File: src/rtl/flash_status_config_pkg.sv
package flash_status_config_pkg;

   // timing of the register writes
   localparam int CLOCK_PERIOD_NS   = 100;
   localparam int NV_WRITE_TIME_NS  = 200000;
   localparam int VOL_WRITE_TIME_NS = 50;
   localparam int NV_WRITE_RAW      = (NV_WRITE_TIME_NS + CLOCK_PERIOD_NS - 1) / CLOCK_PERIOD_NS;
   localparam int VOL_WRITE_RAW     = (VOL_WRITE_TIME_NS + CLOCK_PERIOD_NS - 1) / CLOCK_PERIOD_NS;
   localparam int NV_WRITE_CYCLES   = (NV_WRITE_RAW < 1) ? 1 : NV_WRITE_RAW;
   localparam int VOL_WRITE_CYCLES  = (VOL_WRITE_RAW < 1) ? 1 : VOL_WRITE_RAW;

   // command codes
   localparam logic [7:0] CMD_READ_SECOND_STATUS = 8'h07;
   localparam logic [7:0] CMD_READ_ANY_REGISTER  = 8'h65;
   localparam logic [7:0] CMD_WRITE_REGISTERS    = 8'h01;
   localparam logic [7:0] CMD_WRITE_ANY_REGISTER = 8'h71;

   // register addresses for the any-register commands
   localparam logic [23:0] ADDR_SUSPEND_ERASE_STATUS  = 24'h000001;
   localparam logic [23:0] ADDR_NONVOLATILE_CONFIG    = 24'h000002;

   // field positions and reset values
   localparam int         BP_LSB          = 2;
   localparam int         BP_MSB          = 4;
   localparam logic [7:0] SR2_RESET       = 8'h00;
   localparam logic [7:0] CFG_SHIPPED     = 8'h00;
   localparam logic [2:0] NV_PROTECT_SHIPPED = 3'h0;
   localparam logic [2:0] BP_ALL          = 3'h7;
   localparam logic [4:0] SR2_RESERVED    = 5'h00;

   typedef enum logic [2:0] {
      PH_COMMAND    = 3'b000,
      PH_ADDRESS    = 3'b001,
      PH_WRITE_DATA = 3'b010,
      PH_READ       = 3'b011,
      PH_IGNORE     = 3'b100
   } phase_t;

   typedef struct packed {
      logic sck;
      logic csN;
      logic si;
   } spi_in_t;

   typedef struct packed {
      logic [1:0] reservedHigh;
      logic       protectStartSelect;
      logic       reservedMid;
      logic       protectVolatilitySelect;
      logic       parameterSectorLocation;
      logic       quadWidthDefault;
      logic       freezeDefault;
   } nvcfg_t;

   typedef struct packed {
      spi_in_t     pinMeta;
      spi_in_t     pinSync;
      spi_in_t     pinDly;
      phase_t      phase;
      logic [2:0]  bitCnt;
      logic [2:0]  outCnt;
      logic [1:0]  byteCnt;
      logic [7:0]  cmd;
      logic [7:0]  shiftIn;
      logic [7:0]  shiftOut;
      logic [23:0] addr;
      logic [7:0]  wrByte0;
      logic [7:0]  wrByte1;
      logic        soBit;
      logic        soEn;
      logic        eraseSuspendedFlag;
      logic        programSuspendedFlag;
      logic        eraseResultBit;
      nvcfg_t      cfg;
      nvcfg_t      pendCfg;
      logic [2:0]  bpNv;
      logic [2:0]  bpVol;
      logic [2:0]  pendBpNv;
      logic [2:0]  pendBpVol;
      logic [15:0] busyCnt;
      logic        accessRejected;
   } state_t;

endpackage

File: src/rtl/flash_protect_range.sv
`timescale 1ns/1ns
module flash_protect_range
   import flash_status_config_pkg::*;
#(
   parameter int ADDR_WIDTH = 23
) (
   input  wire logic                  clock,
   input  wire logic                  sys_rst,
   input  wire logic [2:0]            protectRangeBits,
   input  wire logic                  fromBottom,
   input  wire logic [ADDR_WIDTH-1:0] addr,
   output logic                       hit
);

   generate
      if (ADDR_WIDTH < 6) begin : g_bad_width
         $error("address width too small for 1/64 protection steps");
      end
   endgenerate

   // range doubles per step: value 1 covers 1/64, 6 covers 1/2, 7 the whole array
   always_comb begin
      hit = 1'b0;
      if (protectRangeBits == BP_ALL) begin
         hit = 1'b1;
      end else if (protectRangeBits != 3'h0) begin
         hit = 1'b1;
         for (int i = 0; i < 6; i++) begin
            if (i < 32'(3'h7 - protectRangeBits)) begin
               // top anchor needs upper ones, bottom anchor upper zeros
               hit = hit & (addr[ADDR_WIDTH-1-i] == ~fromBottom);
            end
         end
      end
   end
endmodule

File: src/rtl/flash_status_config_regs.sv
`timescale 1ns/1ns
// Overview of operation
// - second status register is read-only hardware status; reserved and defined bits reset zero.
// - second status register reads by its own command and by read-any-register.
// - bit 2 captures last erase-status query result: one completed, zero not.
// - during program or erase suspend the erase result bit may be invalid.
// - bit 1 is one exactly while erase suspended; writes cannot change it.
// - bit 0 is one exactly while program suspended; writes cannot change it.
// - configuration written by write-registers second byte or by write-any-register.
// - config bit 5 zero protects from top, one protects from address zero.
// - protection range steps from 1/64 of array to whole array.
// - one-time config bits once one stay one; writing zero raises no error.
// - config bit 3 zero: write-registers programs nonvolatile protect bits, slow write.
// - setting bit 3 programs nonvolatile protect bits to 111, loaded on command reset.
// - bit 3 one: write-registers updates volatile protect bits only, fast write when no config byte follows.
// - config bit 2 puts parameter sectors top when one, bottom when zero.
// - config bit 1 is writable nonvolatile quad default, zero by default.
// - config bit 0 is read-only freeze default, zero by default.
// - shipped with bit 3 zero, protect bits 000, reserved bits zero.
// - any active protect bit set rejects program or erase in the range.
// - while freeze is set protect and one-time bits ignore writes silently.
module flash_status_config_regs
   import flash_status_config_pkg::*;
#(
   parameter int ADDR_WIDTH      = 23,
   parameter int NV_WRITE_COUNT  = NV_WRITE_CYCLES,
   parameter int VOL_WRITE_COUNT = VOL_WRITE_CYCLES
) (
   input  wire logic                  clock,
   input  wire logic                  sys_rst,
   input  wire logic                  clkEn,
   input  wire spi_in_t               spiIn,
   output logic                       soData,
   output logic                       soEn,
   input  wire logic                  writeEnable,
   input  wire logic                  freezeActive,
   input  wire logic                  softReset,
   input  wire logic                  eraseSuspended,
   input  wire logic                  programSuspended,
   input  wire logic                  eraseQueryDone,
   input  wire logic                  eraseQueryResult,
   input  wire logic                  checkReq,
   input  wire logic [ADDR_WIDTH-1:0] checkAddr,
   output logic                       accessRejected,
   output logic                       busy,
   output logic [2:0]                 activeProtect,
   output nvcfg_t                     cfgOut
);

   generate
      if (NV_WRITE_COUNT < 1 || NV_WRITE_COUNT > 65535 || VOL_WRITE_COUNT < 1 || VOL_WRITE_COUNT > 65535) begin : g_bad
         $error("write time counts must fit 1..65535 cycles");
      end
   endgenerate

   state_t      st;
   state_t      next_st;
   logic        sckRise;
   logic        sckFall;
   logic        selected;
   logic        frameEnd;
   logic        rangeHit;
   logic        writeStart;
   logic [7:0]  byteIn;
   logic [7:0]  sr2Value;
   logic [7:0]  readValue;
   logic [23:0] readAddr;

   // merge a written byte into the config: one-time bits only set, freeze locks them
   function automatic nvcfg_t mergeCfg(input nvcfg_t old, input logic [7:0] data, input logic frozen);
      nvcfg_t n;
      n = old;
      n.reservedHigh = 2'h0;
      n.reservedMid = 1'b0;
      n.quadWidthDefault = data[1];
      if (!frozen) begin
         n.protectStartSelect = old.protectStartSelect | data[5];
         n.protectVolatilitySelect = old.protectVolatilitySelect | data[3];
         n.parameterSectorLocation = old.parameterSectorLocation | data[2];
      end
      return n;
   endfunction

   // register value seen by the read commands
   function automatic logic [7:0] regValue(input logic [23:0] a, input logic [7:0] sr2, input nvcfg_t c);
      logic [7:0] v;
      v = 8'h00;
      if (a == ADDR_SUSPEND_ERASE_STATUS) begin
         v = sr2;
      end else if (a == ADDR_NONVOLATILE_CONFIG) begin
         v = c;
      end
      return v;
   endfunction

   // pin edges from the synchronised copies
   assign sckRise  = st.pinSync.sck & ~st.pinDly.sck;
   assign sckFall  = ~st.pinSync.sck & st.pinDly.sck;
   assign selected = ~st.pinSync.csN;
   assign frameEnd = st.pinSync.csN & ~st.pinDly.csN;
   assign byteIn   = {st.shiftIn[6:0], st.pinSync.si};
   assign sr2Value = {SR2_RESERVED, st.eraseResultBit, st.eraseSuspendedFlag, st.programSuspendedFlag};
   assign readAddr = (st.cmd == CMD_READ_SECOND_STATUS) ? ADDR_SUSPEND_ERASE_STATUS : st.addr;
   assign readValue = regValue(readAddr, sr2Value, st.cfg);

   // a completed write frame, whole bytes only, latch enabled, not busy
   assign writeStart = frameEnd & writeEnable & (st.busyCnt == 16'h0000) & (st.phase == PH_WRITE_DATA)
                       & (st.bitCnt == 3'h0) & (st.byteCnt != 2'h0)
                       & ((st.cmd == CMD_WRITE_REGISTERS)
                          | ((st.cmd == CMD_WRITE_ANY_REGISTER) & (st.addr == ADDR_NONVOLATILE_CONFIG)));

   // active protection follows the volatility select
   assign activeProtect  = st.cfg.protectVolatilitySelect ? st.bpVol : st.bpNv;
   assign cfgOut         = st.cfg;
   assign soData         = st.soBit;
   assign soEn           = st.soEn;
   assign busy           = (st.busyCnt != 16'h0000);
   assign accessRejected = st.accessRejected;

   flash_protect_range #(
      .ADDR_WIDTH (ADDR_WIDTH)
   ) u_range (
      .clock            (clock),
      .sys_rst          (sys_rst),
      .protectRangeBits (activeProtect),
      .fromBottom       (st.cfg.protectStartSelect),
      .addr             (checkAddr),
      .hit              (rangeHit)
   );

   // next state of the whole block
   always_comb begin
      nvcfg_t     newCfg;
      logic [2:0] newBpNv;
      logic [2:0] newBpVol;
      logic       nvTouched;
      logic       cfgByte;
      newCfg    = st.cfg;
      newBpNv   = st.bpNv;
      newBpVol  = st.bpVol;
      nvTouched = 1'b0;
      cfgByte   = (st.cmd == CMD_WRITE_ANY_REGISTER) | (st.byteCnt == 2'h2);
      next_st   = st;

      next_st.pinMeta = spiIn;
      next_st.pinSync = st.pinMeta;
      next_st.pinDly  = st.pinSync;

      // hardware status, never touched by writes; erase result not qualified by suspend
      next_st.eraseSuspendedFlag   = eraseSuspended;
      next_st.programSuspendedFlag = programSuspended;
      if (eraseQueryDone) begin
         next_st.eraseResultBit = eraseQueryResult;
      end

      next_st.accessRejected = checkReq & rangeHit;

      // serial frame decode
      if (!selected) begin
         next_st.phase   = PH_COMMAND;
         next_st.bitCnt  = 3'h0;
         next_st.byteCnt = 2'h0;
         next_st.soEn    = 1'b0;
      end else begin
         if (sckRise) begin
            next_st.shiftIn = byteIn;
            next_st.bitCnt  = st.bitCnt + 3'h1;
            if (st.bitCnt == 3'h7) begin
               case (st.phase)
                  PH_COMMAND: begin
                     next_st.cmd     = byteIn;
                     next_st.byteCnt = 2'h0;
                     next_st.outCnt  = 3'h0;
                     case (byteIn)
                        CMD_READ_SECOND_STATUS: next_st.phase = PH_READ;
                        CMD_READ_ANY_REGISTER:  next_st.phase = PH_ADDRESS;
                        CMD_WRITE_REGISTERS:    next_st.phase = busy ? PH_IGNORE : PH_WRITE_DATA;
                        CMD_WRITE_ANY_REGISTER: next_st.phase = busy ? PH_IGNORE : PH_ADDRESS;
                        default:                next_st.phase = PH_IGNORE;
                     endcase
                  end
                  PH_ADDRESS: begin
                     next_st.addr    = {st.addr[15:0], byteIn};
                     next_st.byteCnt = st.byteCnt + 2'h1;
                     if (st.byteCnt == 2'h2) begin
                        next_st.byteCnt = 2'h0;
                        next_st.outCnt  = 3'h0;
                        next_st.phase   = (st.cmd == CMD_READ_ANY_REGISTER) ? PH_READ : PH_WRITE_DATA;
                     end
                  end
                  PH_WRITE_DATA: begin
                     if (st.byteCnt == 2'h0) begin
                        next_st.wrByte0 = byteIn;
                     end else if (st.byteCnt == 2'h1) begin
                        next_st.wrByte1 = byteIn;
                     end
                     if (st.byteCnt != 2'h2) begin
                        next_st.byteCnt = st.byteCnt + 2'h1;
                     end
                  end
                  default: begin
                  end
               endcase
            end
         end
         // read data changes on the falling edge, value reloaded every eight bits
         if (sckFall && st.phase == PH_READ) begin
            next_st.soEn   = 1'b1;
            next_st.outCnt = st.outCnt + 3'h1;
            if (st.outCnt == 3'h0) begin
               next_st.soBit    = readValue[7];
               next_st.shiftOut = {readValue[6:0], 1'b0};
            end else begin
               next_st.soBit    = st.shiftOut[7];
               next_st.shiftOut = {st.shiftOut[6:0], 1'b0};
            end
         end
      end

      // work out a write at the end of its frame
      if (st.cmd == CMD_WRITE_ANY_REGISTER) begin
         newCfg = mergeCfg(st.cfg, st.wrByte0, freezeActive);
         nvTouched = 1'b1;
      end else if (cfgByte) begin
         newCfg = mergeCfg(st.cfg, st.wrByte1, freezeActive);
         nvTouched = 1'b1;
      end
      if (st.cmd == CMD_WRITE_REGISTERS && !freezeActive) begin
         if (st.cfg.protectVolatilitySelect) begin
            newBpVol = st.wrByte0[BP_MSB:BP_LSB];
         end else begin
            newBpNv   = st.wrByte0[BP_MSB:BP_LSB];
            newBpVol  = st.wrByte0[BP_MSB:BP_LSB];
            nvTouched = 1'b1;
         end
      end
      if (newCfg.protectVolatilitySelect && !st.cfg.protectVolatilitySelect) begin
         newBpNv   = BP_ALL;
         nvTouched = 1'b1;
      end

      // hold the result until the write time runs out
      if (writeStart) begin
         next_st.pendCfg   = newCfg;
         next_st.pendBpNv  = newBpNv;
         next_st.pendBpVol = newBpVol;
         next_st.busyCnt   = nvTouched ? 16'(NV_WRITE_COUNT) : 16'(VOL_WRITE_COUNT);
      end else if (st.busyCnt != 16'h0000) begin
         next_st.busyCnt = st.busyCnt - 16'h0001;
         if (st.busyCnt == 16'h0001) begin
            next_st.cfg   = st.pendCfg;
            next_st.bpNv  = st.pendBpNv;
            next_st.bpVol = st.pendBpVol;
         end
      end

      // command reset reloads volatile protection from the nonvolatile copy
      if (softReset) begin
         next_st.bpVol   = st.bpNv;
         next_st.busyCnt = 16'h0000;
         next_st.phase   = PH_IGNORE;
      end
   end

   // state register; reset restores shipped state
   always_ff @(posedge clock) begin
      if (sys_rst) begin
         st           <= '0;
         st.pinMeta   <= 3'b010;
         st.pinSync   <= 3'b010;
         st.pinDly    <= 3'b010;
         st.phase     <= PH_COMMAND;
         st.cfg       <= CFG_SHIPPED;
         st.pendCfg   <= CFG_SHIPPED;
         st.bpNv      <= NV_PROTECT_SHIPPED;
         st.bpVol     <= NV_PROTECT_SHIPPED;
         st.pendBpNv  <= NV_PROTECT_SHIPPED;
         st.pendBpVol <= NV_PROTECT_SHIPPED;
      end else if (clkEn) begin
         st <= next_st;
      end
   end
endmodule

File: config.mk
export PLATFORM = sky130hd
export DESIGN_NAME = flash_status_config_regs
export DESIGN_NICKNAME = d
export VERILOG_FILES = /design/src/rtl/flash_status_config_pkg.sv /design/src/rtl/flash_protect_range.sv /design/src/rtl/flash_status_config_regs.sv
export SDC_FILE = /design/constraint.sdc
export NUM_CORES = 1
export LEC_CHECK = 0
export ABC_AREA = 1
export BUFFER_PORTS_ARGS = -buffer_cell sky130_fd_sc_hd__buf_2
export CORE_ASPECT_RATIO = 0.6
export CORE_UTILIZATION = 60
export DETAILED_ROUTE_END_ITERATION = 16
export PLACE_DENSITY = 0.8
export SLEW_MARGIN = 10
export SYNTH_ARGS = -nofsm -noshare
export SYNTH_HDL_FRONTEND = slang
export SYNTH_SLANG_ARGS = --single-unit
File: constraint.sdc
create_clock -name clock -period 2.3 [get_ports clock]
set_clock_uncertainty 0.1 [all_clocks]
set_input_delay 0.115 -clock clock [delete_from_list [all_inputs] [get_ports clock]]
set_output_delay 0.115 -clock clock [all_outputs]
set_load 0.05 [all_outputs]
==> run summary, run 1 <==
MIN PATH
----------------------------------------------------------------------------------------------------
Kind of path behind the tightest hold check                                                in -> reg
Start point of the worst hold path                                                         softReset
Hold Crit Depth                                                                                    3
Hold worst-path end                                                                          st[124]

TIMING
----------------------------------------------------------------------------------------------------
Share of the cycle needed by the critical path after routing                                  0.9452
Final hold violation count                                                                         0
Measured slew at the worst slew-check pin                                                  0.5755 ns
Upper clock frequency limit                                                                460.0 MHz
Final slew viol count                                                                              0
Final number of setup-violating endpoints                                                          0
Slew Limit Headroom                                                                           0.6151
Tmin final                                                                                  2.174 ns

POWER AND IR DROP
----------------------------------------------------------------------------------------------------
Total power after layout                                                                    6.344 mW
Switching component of the power                                                            1.812 mW
Share of power burned in registers                                                             0.364
Combinational fraction of design power                                                         0.175
Share of total power in the clock network                                                      0.461
VDD IR-drop max                                                                            0.5757 mV
Switching part of the total power                                                             0.2857
Standby leakage power                                                                       3.094 nW
Internal Pwr Total                                                                          4.532 mW
Pwr Density                                                                             891.1 mW/mm²

CRITICAL PATH
----------------------------------------------------------------------------------------------------
Worst-case reg-to-reg path depth                                                                  12
Startpoint type of the worst setup path                                                     register
Cell type with the highest occurrence count on the critical path                              nor2_1
CP cell instances                                                                       inv_1, ha_2, inv_2, nand2_1, nor3_4, nand3_2, nor2_4, nand3b_1, nand2_1, nor2_1, nor2_1, nor2_1
Data required, critical path                                                                 2.49 ns
Crit path buf inv count                                                                            2
R2r startpoint                                                                               st[114]
Worst-path cell with the longest stage delay                                                 dfxtp_1
Worst R2R End                                                                                  st[5]
Crit path max fanout                                                                               7
Element type at the critical path end                                                       register
Flop-to-flop setup slack                                                                     0.13 ns
Arrival time worst endpoint                                                                  2.36 ns
Crit path kind                                                                            reg -> reg
CP delay by family, top                                                                 simple AND/OR/NAND/NOR gates
Critical Path Start                                                                          st[114]
Critical path's largest stage delay                                                          0.36 ns

SYNTH
----------------------------------------------------------------------------------------------------
Netlist area before placement                                                           0.006101 mm²
Syn_nets                                                                                         886
Total of flip-flops plus latches after synthesis                                                 124
Avg Cell Area, Syn                                                                         7.280 µm²
Share of synthesized area occupied by flip-flops and latches                                  0.4069
Share of Yosys cell area claimed by the top area cell type                                    0.4069
Yosys warning total                                                                                0
Post-synthesis async set-or-reset flop share                                                       0
Post-synthesis instance total                                                                    838
Flip-flop cell with the highest count after synthesis                                        dfxtp_1
Number of distinct standard cells referenced by the synthesized netlist                           46
Leading area contributor after synthesis                                                     dfxtp_1
Number of flops mapped to enable cells by yosys                                                    0
Largest cells by area after synthesis                                                   dfxtp_1 (41%), nor2_1 (8.7%), o21ai_0 (8.0%)

JOB
----------------------------------------------------------------------------------------------------
Number of maximum-capacitance violations                                                           0

LAYOUT
----------------------------------------------------------------------------------------------------
Count of fill cells added during filler insertion                                                745
Area growth from synthesis to final layout                                                    16.69%
Final cell utilization of the core                                                            0.7206
Fraction of layout cells with a size suffix above 1                                           0.1453
Area of the multi-input gates                                                           0.003112 mm²
Register cell area after layout                                                         0.002482 mm²
Number of antenna repair diodes                                                                    0
Total number of nets in the final design                                                         923

FLOORPLANNING
----------------------------------------------------------------------------------------------------
Area enclosed by the die boundary                                                        0.01059 mm²
Chip Width                                                                                  132.2 µm
Area of the core                                                                        0.009879 mm²
Die Y                                                                                       80.11 µm
Number of I/O pins                                                                                52
Initial Utilization                                                                           0.6175
Row cnt                                                                                           28

PLACE
----------------------------------------------------------------------------------------------------
Post-DP HPWL                                                                               10,860 µm
Placer's final routability congestion estimate                                                0.9062
Quantity of I/O buffers inserted on ports                                                         34

ROUTING
----------------------------------------------------------------------------------------------------
DRC violation count after routing                                                                  0
Detail Route Antenna Nets                                                                          0
Routed len/inst                                                                             15.87 µm
Iteration count of the initial detailed-routing pass                                               6
First DRT Iteration DRCs                                                                         681
Via-to-Cell Ratio                                                                              5.768
Total via count after detailed routing                                                         5,901
Total wire length                                                                          16,240 µm

GLOBAL ROUTE
----------------------------------------------------------------------------------------------------
Global-route usage over all layers                                                            0.3205
Vias in the first global route                                                                 5,423
Global-route wire length before repair                                                     26,420 µm
Leftover overflow at the end of global routing                                                     0
Maximum number of pins on one net before global-route repair                                      36
Initial antenna violation count                                                                    0

CLOCKING
----------------------------------------------------------------------------------------------------
CTS tree                                                                                       built
Master cell of the clock root buffer                                                       clkbuf_16
# clock sinks                                                                                    124
Post-CTS repair timing setup buffer count                                                          0
Number of clock buffers inserted by TritonCTS                                                     17
H-tree depth                                                                                       4
Clk_lat worst skew                                                                           0.42 ns
Clock-pin slew reported for the worst setup and hold paths after clock tree synthesis        0.05 ns
Max Buffers Root-to-Sink                                                                           2

STATUS
----------------------------------------------------------------------------------------------------
Run status                                                                              finished clean

==> Yosys cell counts, types with 3 or more instances <==
cell type and instances:
a211oi_1 6, a21oi_1 91, a22oi_1 3, buf_2 6, buf_4 12, buf_6 3, clkbuf_1 18, dfxtp_1 124
ha_1 11, inv_1 82, inv_2 3, nand2_1 106, nand2_4 4, nand3_1 35, nand4_1 8, nor2_1 141
nor2_2 5, nor2_4 8, nor3_1 15, o211ai_1 4, o21ai_0 97, o21ai_1 6, or2_2 5, xnor2_1 3
xor2_1 12
==> tightest hold or removal path, cell delays in order <==
cell and delay (ns):
buf_2 0.20, nor2_1 0.14, a21oi_1 0.07
==> metal layers <==
| layer | track usage | wire, µm | vias to the layer above |
|---|---|---|---|
| li1 | - | - | 2817 |
| met1 | 0.4317 | 7331 | 2734 |
| met2 | 0.4921 | 7052 | 307 |
| met3 | 0.07639 | 1509 | 43 |
| met4 | 0.1402 | 343 | 0 |
| met5 | 0 | 0 | - |
==> layout make-up <==
cell class / instances / area share
well taps: 135 / 0.02373
inverters: 87 / 0.04622
flip-flops and latches: 124 / 0.3487
clock buffers: 19 / 0.06221
clock inverters: 13 / 0.02759
repair buffers: 58 / 0.05448
multi-input cells: 587 / 0.4371
==> logic make-up (layout without fill, tap and decap cells) <==
logic type | Yosys count | after routing | share of synthesized area
AO/OA/AOI/OAI | 213 | 213 | 0.1838
adder cells (fa/ha/maj) | 11 | 11 | 0.02256
flip-flops | 124 | 124 | 0.4069
multiplexers | 2 | 2 | 0.003691
buffers and inverters | 127 | 177 | 0.09085
XOR/XNOR | 15 | 15 | 0.02153
AND/OR/NAND/NOR | 346 | 346 | 0.2707
==> registers in the layout (all words and copies together) (netlist names) <==
register / flops
st: 97
byteIn: 8
cfgOut: 8
next_st: 5
sr2Value: 3
accessRejected: 1
soData: 1
soEn: 1
==> power by group through the flow <==
| stage | clock (mW) | sequential, mW | combinational [mW] |
|---|---|---|---|
| 2_1_floorplan | 0 | 2.33 | 0.856 |
| 3_3_place_gp | 0 | 2.34 | 1.01 |
| 3_5_place_dp | 0 | 2.35 | 1.05 |
| 4_1_cts | 2.94 | 2.30 | 1.08 |
| 5_1_grt | 3.04 | 2.31 | 1.22 |
| 6_report | 2.92 | 2.31 | 1.11 |
==> how the worst max path moves through the flow <==
stage	endpoint	cells past startpoint
after floorplan	st[8]	13
after global placement	st[7]	13
after detailed placement	st[26]	11
after CTS	st[5]	12
after global routing	st[23]	13
final	st[5]	12
==> through the flow <==
stage               hold slack, ns  TNS [ns]  std cells  instance area [µm²]  setup slack (ns)
floorplan                   0.1413         0        838                 6101            0.3577
global placement            0.2301         0        981                 6332            0.1639
detailed placement          0.2392         0        981                 6332           0.02474
CTS                        0.04358         0       1023                 7086           0.01730
global route               0.07741  -0.03576       1023                 7119          -0.01416
finish                     0.05700         0       1023                 7119            0.1260
==> placed cells by master (no fill, tap or decap), types with 6 or more instances in the layout <==
cell type,count
buf_4,13
a211oi_1,6
nor2_4,8
xor2_1,12
clkbuf_16,17
nand3_1,33
dfxtp_1,124
clkinv_2,6
nand2_1,104
o21ai_0,97
buf_2,34
nor2_1,141
a21oi_1,91
dlygate4sd3_1,10
o21ai_1,6
nor3_1,14
ha_1,9
inv_1,82
nand4_1,8
==> repair_timing <==
item                                   in CTS  in global routing
hold buffers                               10                  0
endpoints found under the hold margin      11                  0
gates resized for setup                     2                  8
pin swaps                                   0                  2
setup endpoints to repair                   3                 44
Power figures use the tool's default switching activity.
==> run 2: changes to the inputs <==
--- a/config.mk
+++ b/config.mk
@@ -9,6 +9,7 @@
 export BUFFER_PORTS_ARGS = -buffer_cell sky130_fd_sc_hd__buf_2
 export CORE_ASPECT_RATIO = 0.6
 export CORE_UTILIZATION = 60
+export CTS_BUF_LIST = sky130_fd_sc_hd__clkbuf_16
 export DETAILED_ROUTE_END_ITERATION = 16
 export PLACE_DENSITY = 0.8
 export SLEW_MARGIN = 10
==> run 2 against run 1 <==
Compared with the run above: flip-flop and latch count unchanged; die area unchanged; critical path depth unchanged; critical path type unchanged; routed wire length about the same; cell area down 0.14%; largest cell class unchanged; first-iteration DRC count down 1.9%.
==> run summary, run 2 (same netlist as run 1, synthesis figures left out) <==
CRITICAL PATH
----------------------------------------------------------------------------------------------------
Cell type with the highest occurrence count on the critical path                              nor2_1
Crit path kind                                                                            reg -> reg
Critical path's largest stage delay                                                          0.36 ns
CP cell instances                                                                       inv_1, ha_2, inv_2, nand2_1, nor3_4, nand3_2, nor2_4, nand3b_1, nand2_1, nor2_1, nor2_1, nor2_1
Data required, critical path                                                                 2.49 ns
Worst-path cell with the longest stage delay                                                 dfxtp_1
Startpoint type of the worst setup path                                                     register
Crit path max fanout                                                                               7
Element type at the critical path end                                                       register
Arrival time worst endpoint                                                                  2.37 ns

POWER AND IR DROP
----------------------------------------------------------------------------------------------------
Pwr Density                                                                             887.5 mW/mm²
VDD IR-drop max                                                                            0.5847 mV
Standby leakage power                                                                       3.092 nW

PLACE
----------------------------------------------------------------------------------------------------
Post-DP HPWL                                                                               10,860 µm
Placer's final routability congestion estimate                                                0.9062
Quantity of I/O buffers inserted on ports                                                         34
Placed standard-cell area                                                               0.006332 mm²

TIMING
----------------------------------------------------------------------------------------------------
Slew Limit Headroom                                                                           0.6091
Tmin final                                                                                  2.180 ns
Upper clock frequency limit                                                                458.7 MHz
Measured slew at the worst slew-check pin                                                  0.5844 ns
Final hold violation count                                                                         0
Final slew viol count                                                                              0
Share of the cycle needed by the critical path after routing                                  0.9479
Worst slack on hold paths                                                                 0.05420 ns
Final number of setup-violating endpoints                                                          0

LAYOUT
----------------------------------------------------------------------------------------------------
Max reg flops                                                                                     97
Count of fill cells added during filler insertion                                                747
Area growth from synthesis to final layout                                                    16.53%
Number of antenna repair diodes                                                                    0
Register cell area after layout                                                         0.002482 mm²
Total number of nets in the final design                                                         923
Commonest cells after routing, fill and taps aside                                      nor2_1 (141), dfxtp_1 (124), nand2_1 (104)
Top reg by flops                                                                                  st
Commonest non-fill, non-tap cell in the layout                                                nor2_1
Area of the multi-input gates                                                           0.003112 mm²
Fraction of layout cells with a size suffix above 1                                           0.1441
Final Cell Area                                                                         0.007109 mm²

ROUTING
----------------------------------------------------------------------------------------------------
DRC violation count after routing                                                                  0
Via-to-Cell Ratio                                                                              5.765
Routed len/inst                                                                             15.86 µm
Total wire length                                                                          16,230 µm
Iteration count of the initial detailed-routing pass                                               5
Detail Route Antenna Nets                                                                          0
Total via count after detailed routing                                                         5,898
First DRT Iteration DRCs                                                                         668

CLOCKING
----------------------------------------------------------------------------------------------------
# clock sinks                                                                                    124
Clk_lat worst skew                                                                           0.42 ns
Number of clock buffers inserted by TritonCTS                                                     17
Post-CTS repair timing setup buffer count                                                          0
CTS tree                                                                                       built
Clock-pin slew reported for the worst setup and hold paths after clock tree synthesis        0.05 ns
Max Buffers Root-to-Sink                                                                           2
Master cell of the clock root buffer                                                       clkbuf_16
H-tree depth                                                                                       4

GLOBAL ROUTE
----------------------------------------------------------------------------------------------------
Leftover overflow at the end of global routing                                                     0
Maximum number of pins on one net before global-route repair                                      36
Initial antenna violation count                                                                    0
Global-route usage over all layers                                                            0.3205
Global-route wire length before repair                                                     26,420 µm
Vias in the first global route                                                                 5,423

FLOORPLANNING
----------------------------------------------------------------------------------------------------
Initial Utilization                                                                           0.6175
Chip Width                                                                                  132.2 µm
Area of the core                                                                        0.009879 mm²
Row cnt                                                                                           28
Die Y                                                                                       80.11 µm
Number of I/O pins                                                                                52
Area enclosed by the die boundary                                                        0.01059 mm²

JOB
----------------------------------------------------------------------------------------------------
Number of maximum-capacitance violations                                                           0

STATUS
----------------------------------------------------------------------------------------------------
Run status                                                                              finished clean

MIN PATH
----------------------------------------------------------------------------------------------------
Kind of path behind the tightest hold check                                                in -> reg

## run 2: cell types whose count changed in the layout (fill, tap and decap cells not counted), sizes merged
cell / previous run / this run
inv: 87 / 88
clkinv: 7 / 8
clkbuf: 19 / 17
## run 2: path summary, 6_finish.rpt
| path | slack [ns] | cells after the start | from | endpoint |
|---|---|---|---|---|
| worst min-delay path | 0.05 | 3 | softReset | st[124] |
| worst max-delay path | 0.12 | 12 | st[114] | st[5] |
| worst max register to register | 0.12 | 12 | st[114] | st[5] |
| worst min register to register | 0.36 | 2 | st[19] | st[19] |
## run 2: cell type report
class                   count  share of cell area
well taps                 135             0.02376
multi-input cells         587              0.4377
clock buffers              17             0.05984
inverters                  87             0.04629
clock inverters            15             0.02869
flip-flops and latches    124              0.3492
repair buffers             58             0.05456
## run 2: metrics by stage
step	TNS, ns	worst slack (ns)	cells	total power [mW]	utilization
4_1_cts	0	0.01730	1023	6.292	0.7162
2_1_floorplan	0	0.3577	838	3.186	-
6_report	0	0.1199	1023	6.310	0.7196
3_5_place_dp	0	0.02474	981	3.393	0.6410
5_1_grt	-0.03655	-0.01496	1023	6.535	0.7196
3_3_place_gp	0	0.1639	981	3.350	0.6410
## run 2: worst max-delay path, delay by kind of cell, from the launching register on
family	cells	cell delay (ns)
fa+ha+maj	1	0.23
buf+inv	2	0.19
flops	1	0.36
simple gates	9	1.16
## run 2: routing by layer
layer  GRT usage  part of all wire
met1      0.4317              0.45
met5           0                 0
met2      0.4921              0.44
met4      0.1402             0.021
met3     0.07639             0.090
## run 2: power by group
| part | switching, mW | internal (mW) |
|---|---|---|
| clock | 0.990 | 1.90 |
| combinational | 0.748 | 0.366 |
| sequential | 0.0788 | 2.23 |
| total | 1.82 | 4.49 |
## run 2: timing repair
item,in CTS,in global routing
setup endpoints to repair,3,44
hold buffers,10,0
hold endpoints to repair,11,0
pin swaps,0,2
resized for setup,2,8
==> run 3: changes to the inputs <==
--- a/config.mk
+++ b/config.mk
@@ -7,11 +7,13 @@
 export LEC_CHECK = 0
 export ABC_AREA = 1
 export BUFFER_PORTS_ARGS = -buffer_cell sky130_fd_sc_hd__buf_2
+export CELL_PAD_IN_SITES_DETAIL_PLACEMENT = 0
+export CELL_PAD_IN_SITES_GLOBAL_PLACEMENT = 1
 export CORE_ASPECT_RATIO = 0.6
-export CORE_UTILIZATION = 60
+export CORE_UTILIZATION = 44
 export CTS_BUF_LIST = sky130_fd_sc_hd__clkbuf_16
 export DETAILED_ROUTE_END_ITERATION = 16
-export PLACE_DENSITY = 0.8
+export PLACE_DENSITY_LB_ADDON = 0.1
 export SLEW_MARGIN = 10
 export SYNTH_ARGS = -nofsm -noshare
 export SYNTH_HDL_FRONTEND = slang
==> run 3 against run 2 <==
Compared with the run above: sequential power about the same; setup slack improved by 0.021 ns; highest routed layer unchanged; die area increased by 36%; core utilization decreased by 18 points; fmax increased by 0.99%.
==> run summary, run 3 (same netlist as run 1, synthesis figures left out) <==
STATUS
----------------------------------------------------------------------------------------------------
Run status                                                                              finished clean

MIN PATH
----------------------------------------------------------------------------------------------------
Kind of path behind the tightest hold check                                                in -> reg
Start point of the worst hold path                                                          checkReq

GLOBAL ROUTE
----------------------------------------------------------------------------------------------------
Vias in the first global route                                                                 5,229
Initial antenna violation count                                                                    0
Global-route wire length before repair                                                     26,640 µm
Maximum number of pins on one net before global-route repair                                      37
Global-route usage over all layers                                                            0.2372
Leftover overflow at the end of global routing                                                     0

PLACE
----------------------------------------------------------------------------------------------------
Post-DP HPWL                                                                               11,560 µm
Placed standard-cell area                                                               0.006466 mm²
Pre-CTS worst setup slack                                                                 0.05357 ns
Quantity of I/O buffers inserted on ports                                                         34
Placer's final routability congestion estimate                                                0.8458

ROUTING
----------------------------------------------------------------------------------------------------
First DRT Iteration DRCs                                                                         373
Via-to-Cell Ratio                                                                              5.298
Total via count after detailed routing                                                         5,637
Routed len/inst                                                                             15.16 µm
Iteration count of the initial detailed-routing pass                                               5
DRC violation count after routing                                                                  0
Total wire length                                                                          16,130 µm
Detail Route Antenna Nets                                                                          0

TIMING
----------------------------------------------------------------------------------------------------
Tmin final                                                                                  2.159 ns
Measured slew at the worst slew-check pin                                                  0.5293 ns
Setup TNS after final layout                                                                    0 ns
Slack of the critical path                                                                 0.1413 ns
Share of the cycle needed by the critical path after routing                                  0.9386
Slew Limit Headroom                                                                           0.6460
Upper clock frequency limit                                                                463.2 MHz
Final number of setup-violating endpoints                                                          0
Worst slack on hold paths                                                                 0.02814 ns
RSZ-0062 raised after global routing                                                             yes
Final hold violation count                                                                         0
Final slew viol count                                                                              0

POWER AND IR DROP
----------------------------------------------------------------------------------------------------
Switching part of the total power                                                             0.3041
Pwr Density                                                                             840.8 mW/mm²
Switching component of the power                                                            1.831 mW
Total power after layout                                                                    6.023 mW
Share of total power in the clock network                                                      0.433
Standby leakage power                                                                       3.092 nW
Combinational fraction of design power                                                         0.184
VDD IR-drop max                                                                            0.5800 mV
Internal Pwr Total                                                                          4.192 mW
Share of power burned in registers                                                             0.383

CRITICAL PATH
----------------------------------------------------------------------------------------------------
Element type at the critical path end                                                       register
Critical path's largest stage delay                                                          0.58 ns
Startpoint type of the worst setup path                                                 primary input
Cell type with the highest occurrence count on the critical path                        dlygate4sd3_1
Data required, critical path                                                                 2.55 ns
Worst-path cell with the longest stage delay                                            dlygate4sd3_1
Crit path kind                                                                             in -> reg
Critical Path Start                                                                            clkEn
CP cell instances                                                                       dlygate4sd3_1, buf_2, buf_4, nand3_1, dlygate4sd3_1, a21oi_1, dlygate4sd3_1
R2r startpoint                                                                               st[114]
Flop-to-flop setup slack                                                                     0.16 ns
Crit path max fanout                                                                              16
Arrival time worst endpoint                                                                  2.41 ns

LAYOUT
----------------------------------------------------------------------------------------------------
Area growth from synthesis to final layout                                                    17.41%
Commonest non-fill, non-tap cell in the layout                                                nor2_1
Top reg by flops                                                                                  st
Total number of nets in the final design                                                         929
Final Cell Area                                                                         0.007163 mm²
Fraction of layout cells with a size suffix above 1                                           0.1499
Commonest cells after routing, fill and taps aside                                      nor2_1 (141), dfxtp_1 (124), nand2_1 (103)
Number of antenna repair diodes                                                                    0
Count of fill cells added during filler insertion                                              1,280
Max reg flops                                                                                     97

CLOCKING
----------------------------------------------------------------------------------------------------
Number of clock buffers inserted by TritonCTS                                                     17
Master cell of the clock root buffer                                                       clkbuf_16
Clock-pin slew reported for the worst setup and hold paths after clock tree synthesis        0.06 ns
Clk_lat worst skew                                                                           0.41 ns
CTS tree                                                                                       built
H-tree depth                                                                                       4
Max Buffers Root-to-Sink                                                                           2
Post-CTS repair timing setup buffer count                                                          0
# clock sinks                                                                                    124

JOB
----------------------------------------------------------------------------------------------------
Number of maximum-capacitance violations                                                           0

FLOORPLANNING
----------------------------------------------------------------------------------------------------
Chip Width                                                                                  154.0 µm
Area enclosed by the die boundary                                                        0.01436 mm²
Number of I/O pins                                                                                52
Die Y                                                                                       93.21 µm
Initial Utilization                                                                           0.4631
Row cnt                                                                                           32
Area of the core                                                                         0.01317 mm²

run 3: power by group through the flow:
stage | combinational, mW | sequential (mW) | clock, mW
floorplan | 0.856 | 2.33 | 0
global placement | 1.06 | 2.35 | 0
detailed placement | 1.07 | 2.35 | 0
CTS | 1.09 | 2.31 | 2.65
global route | 1.23 | 2.32 | 2.75
finish | 1.11 | 2.31 | 2.61
run 3: cell type report:
cell class,instances,area (µm²),share of cell area
Multi-Input combinational cell,587,3095,0.4321
Sequential cell,124,2482,0.3466
Timing Repair Buffer,64,467.9,0.06533
Clock buffer,17,425.4,0.05939
Inverter,87,329.1,0.04594
Tap cell,170,212.7,0.02969
Clock inverter,15,150.1,0.02096
run 3: critical path: cells and delay by family:
family	cells	cell delay [ns]
simple gates	1	0.10
compound gates	1	0.15
buf+inv	5	2.03
run 3: per-layer routing:
metal | global-route usage | part of all wire
met3 | 0.04680 | 0.053
met2 | 0.3303 | 0.39
met4 | 0.05667 | 0.0084
met5 | 0 | 0
met1 | 0.3661 | 0.55
run 3: final timing paths:
check	end	cells past startpoint
max	sr2Value[2]	7
min	accessRejected	4
max reg2reg	st[11]	12
min reg2reg	st[19]	2
run 3: what timing repair did:
| item | CTS | global route |
|---|---|---|
| hold buffers | 9 | 0 |
| resized for setup | 0 | 8 |
| endpoints found under the setup margin | 0 | 32 |
| hold endpoints to repair | 7 | 0 |
run 3: per-stage QoR:
stage,utilization,std cells
after floorplan,-,838
after global placement,0.4909,1023
after detailed placement,0.4909,1023
after CTS,0.5414,1064
after global routing,0.5438,1064
final,0.5438,1064
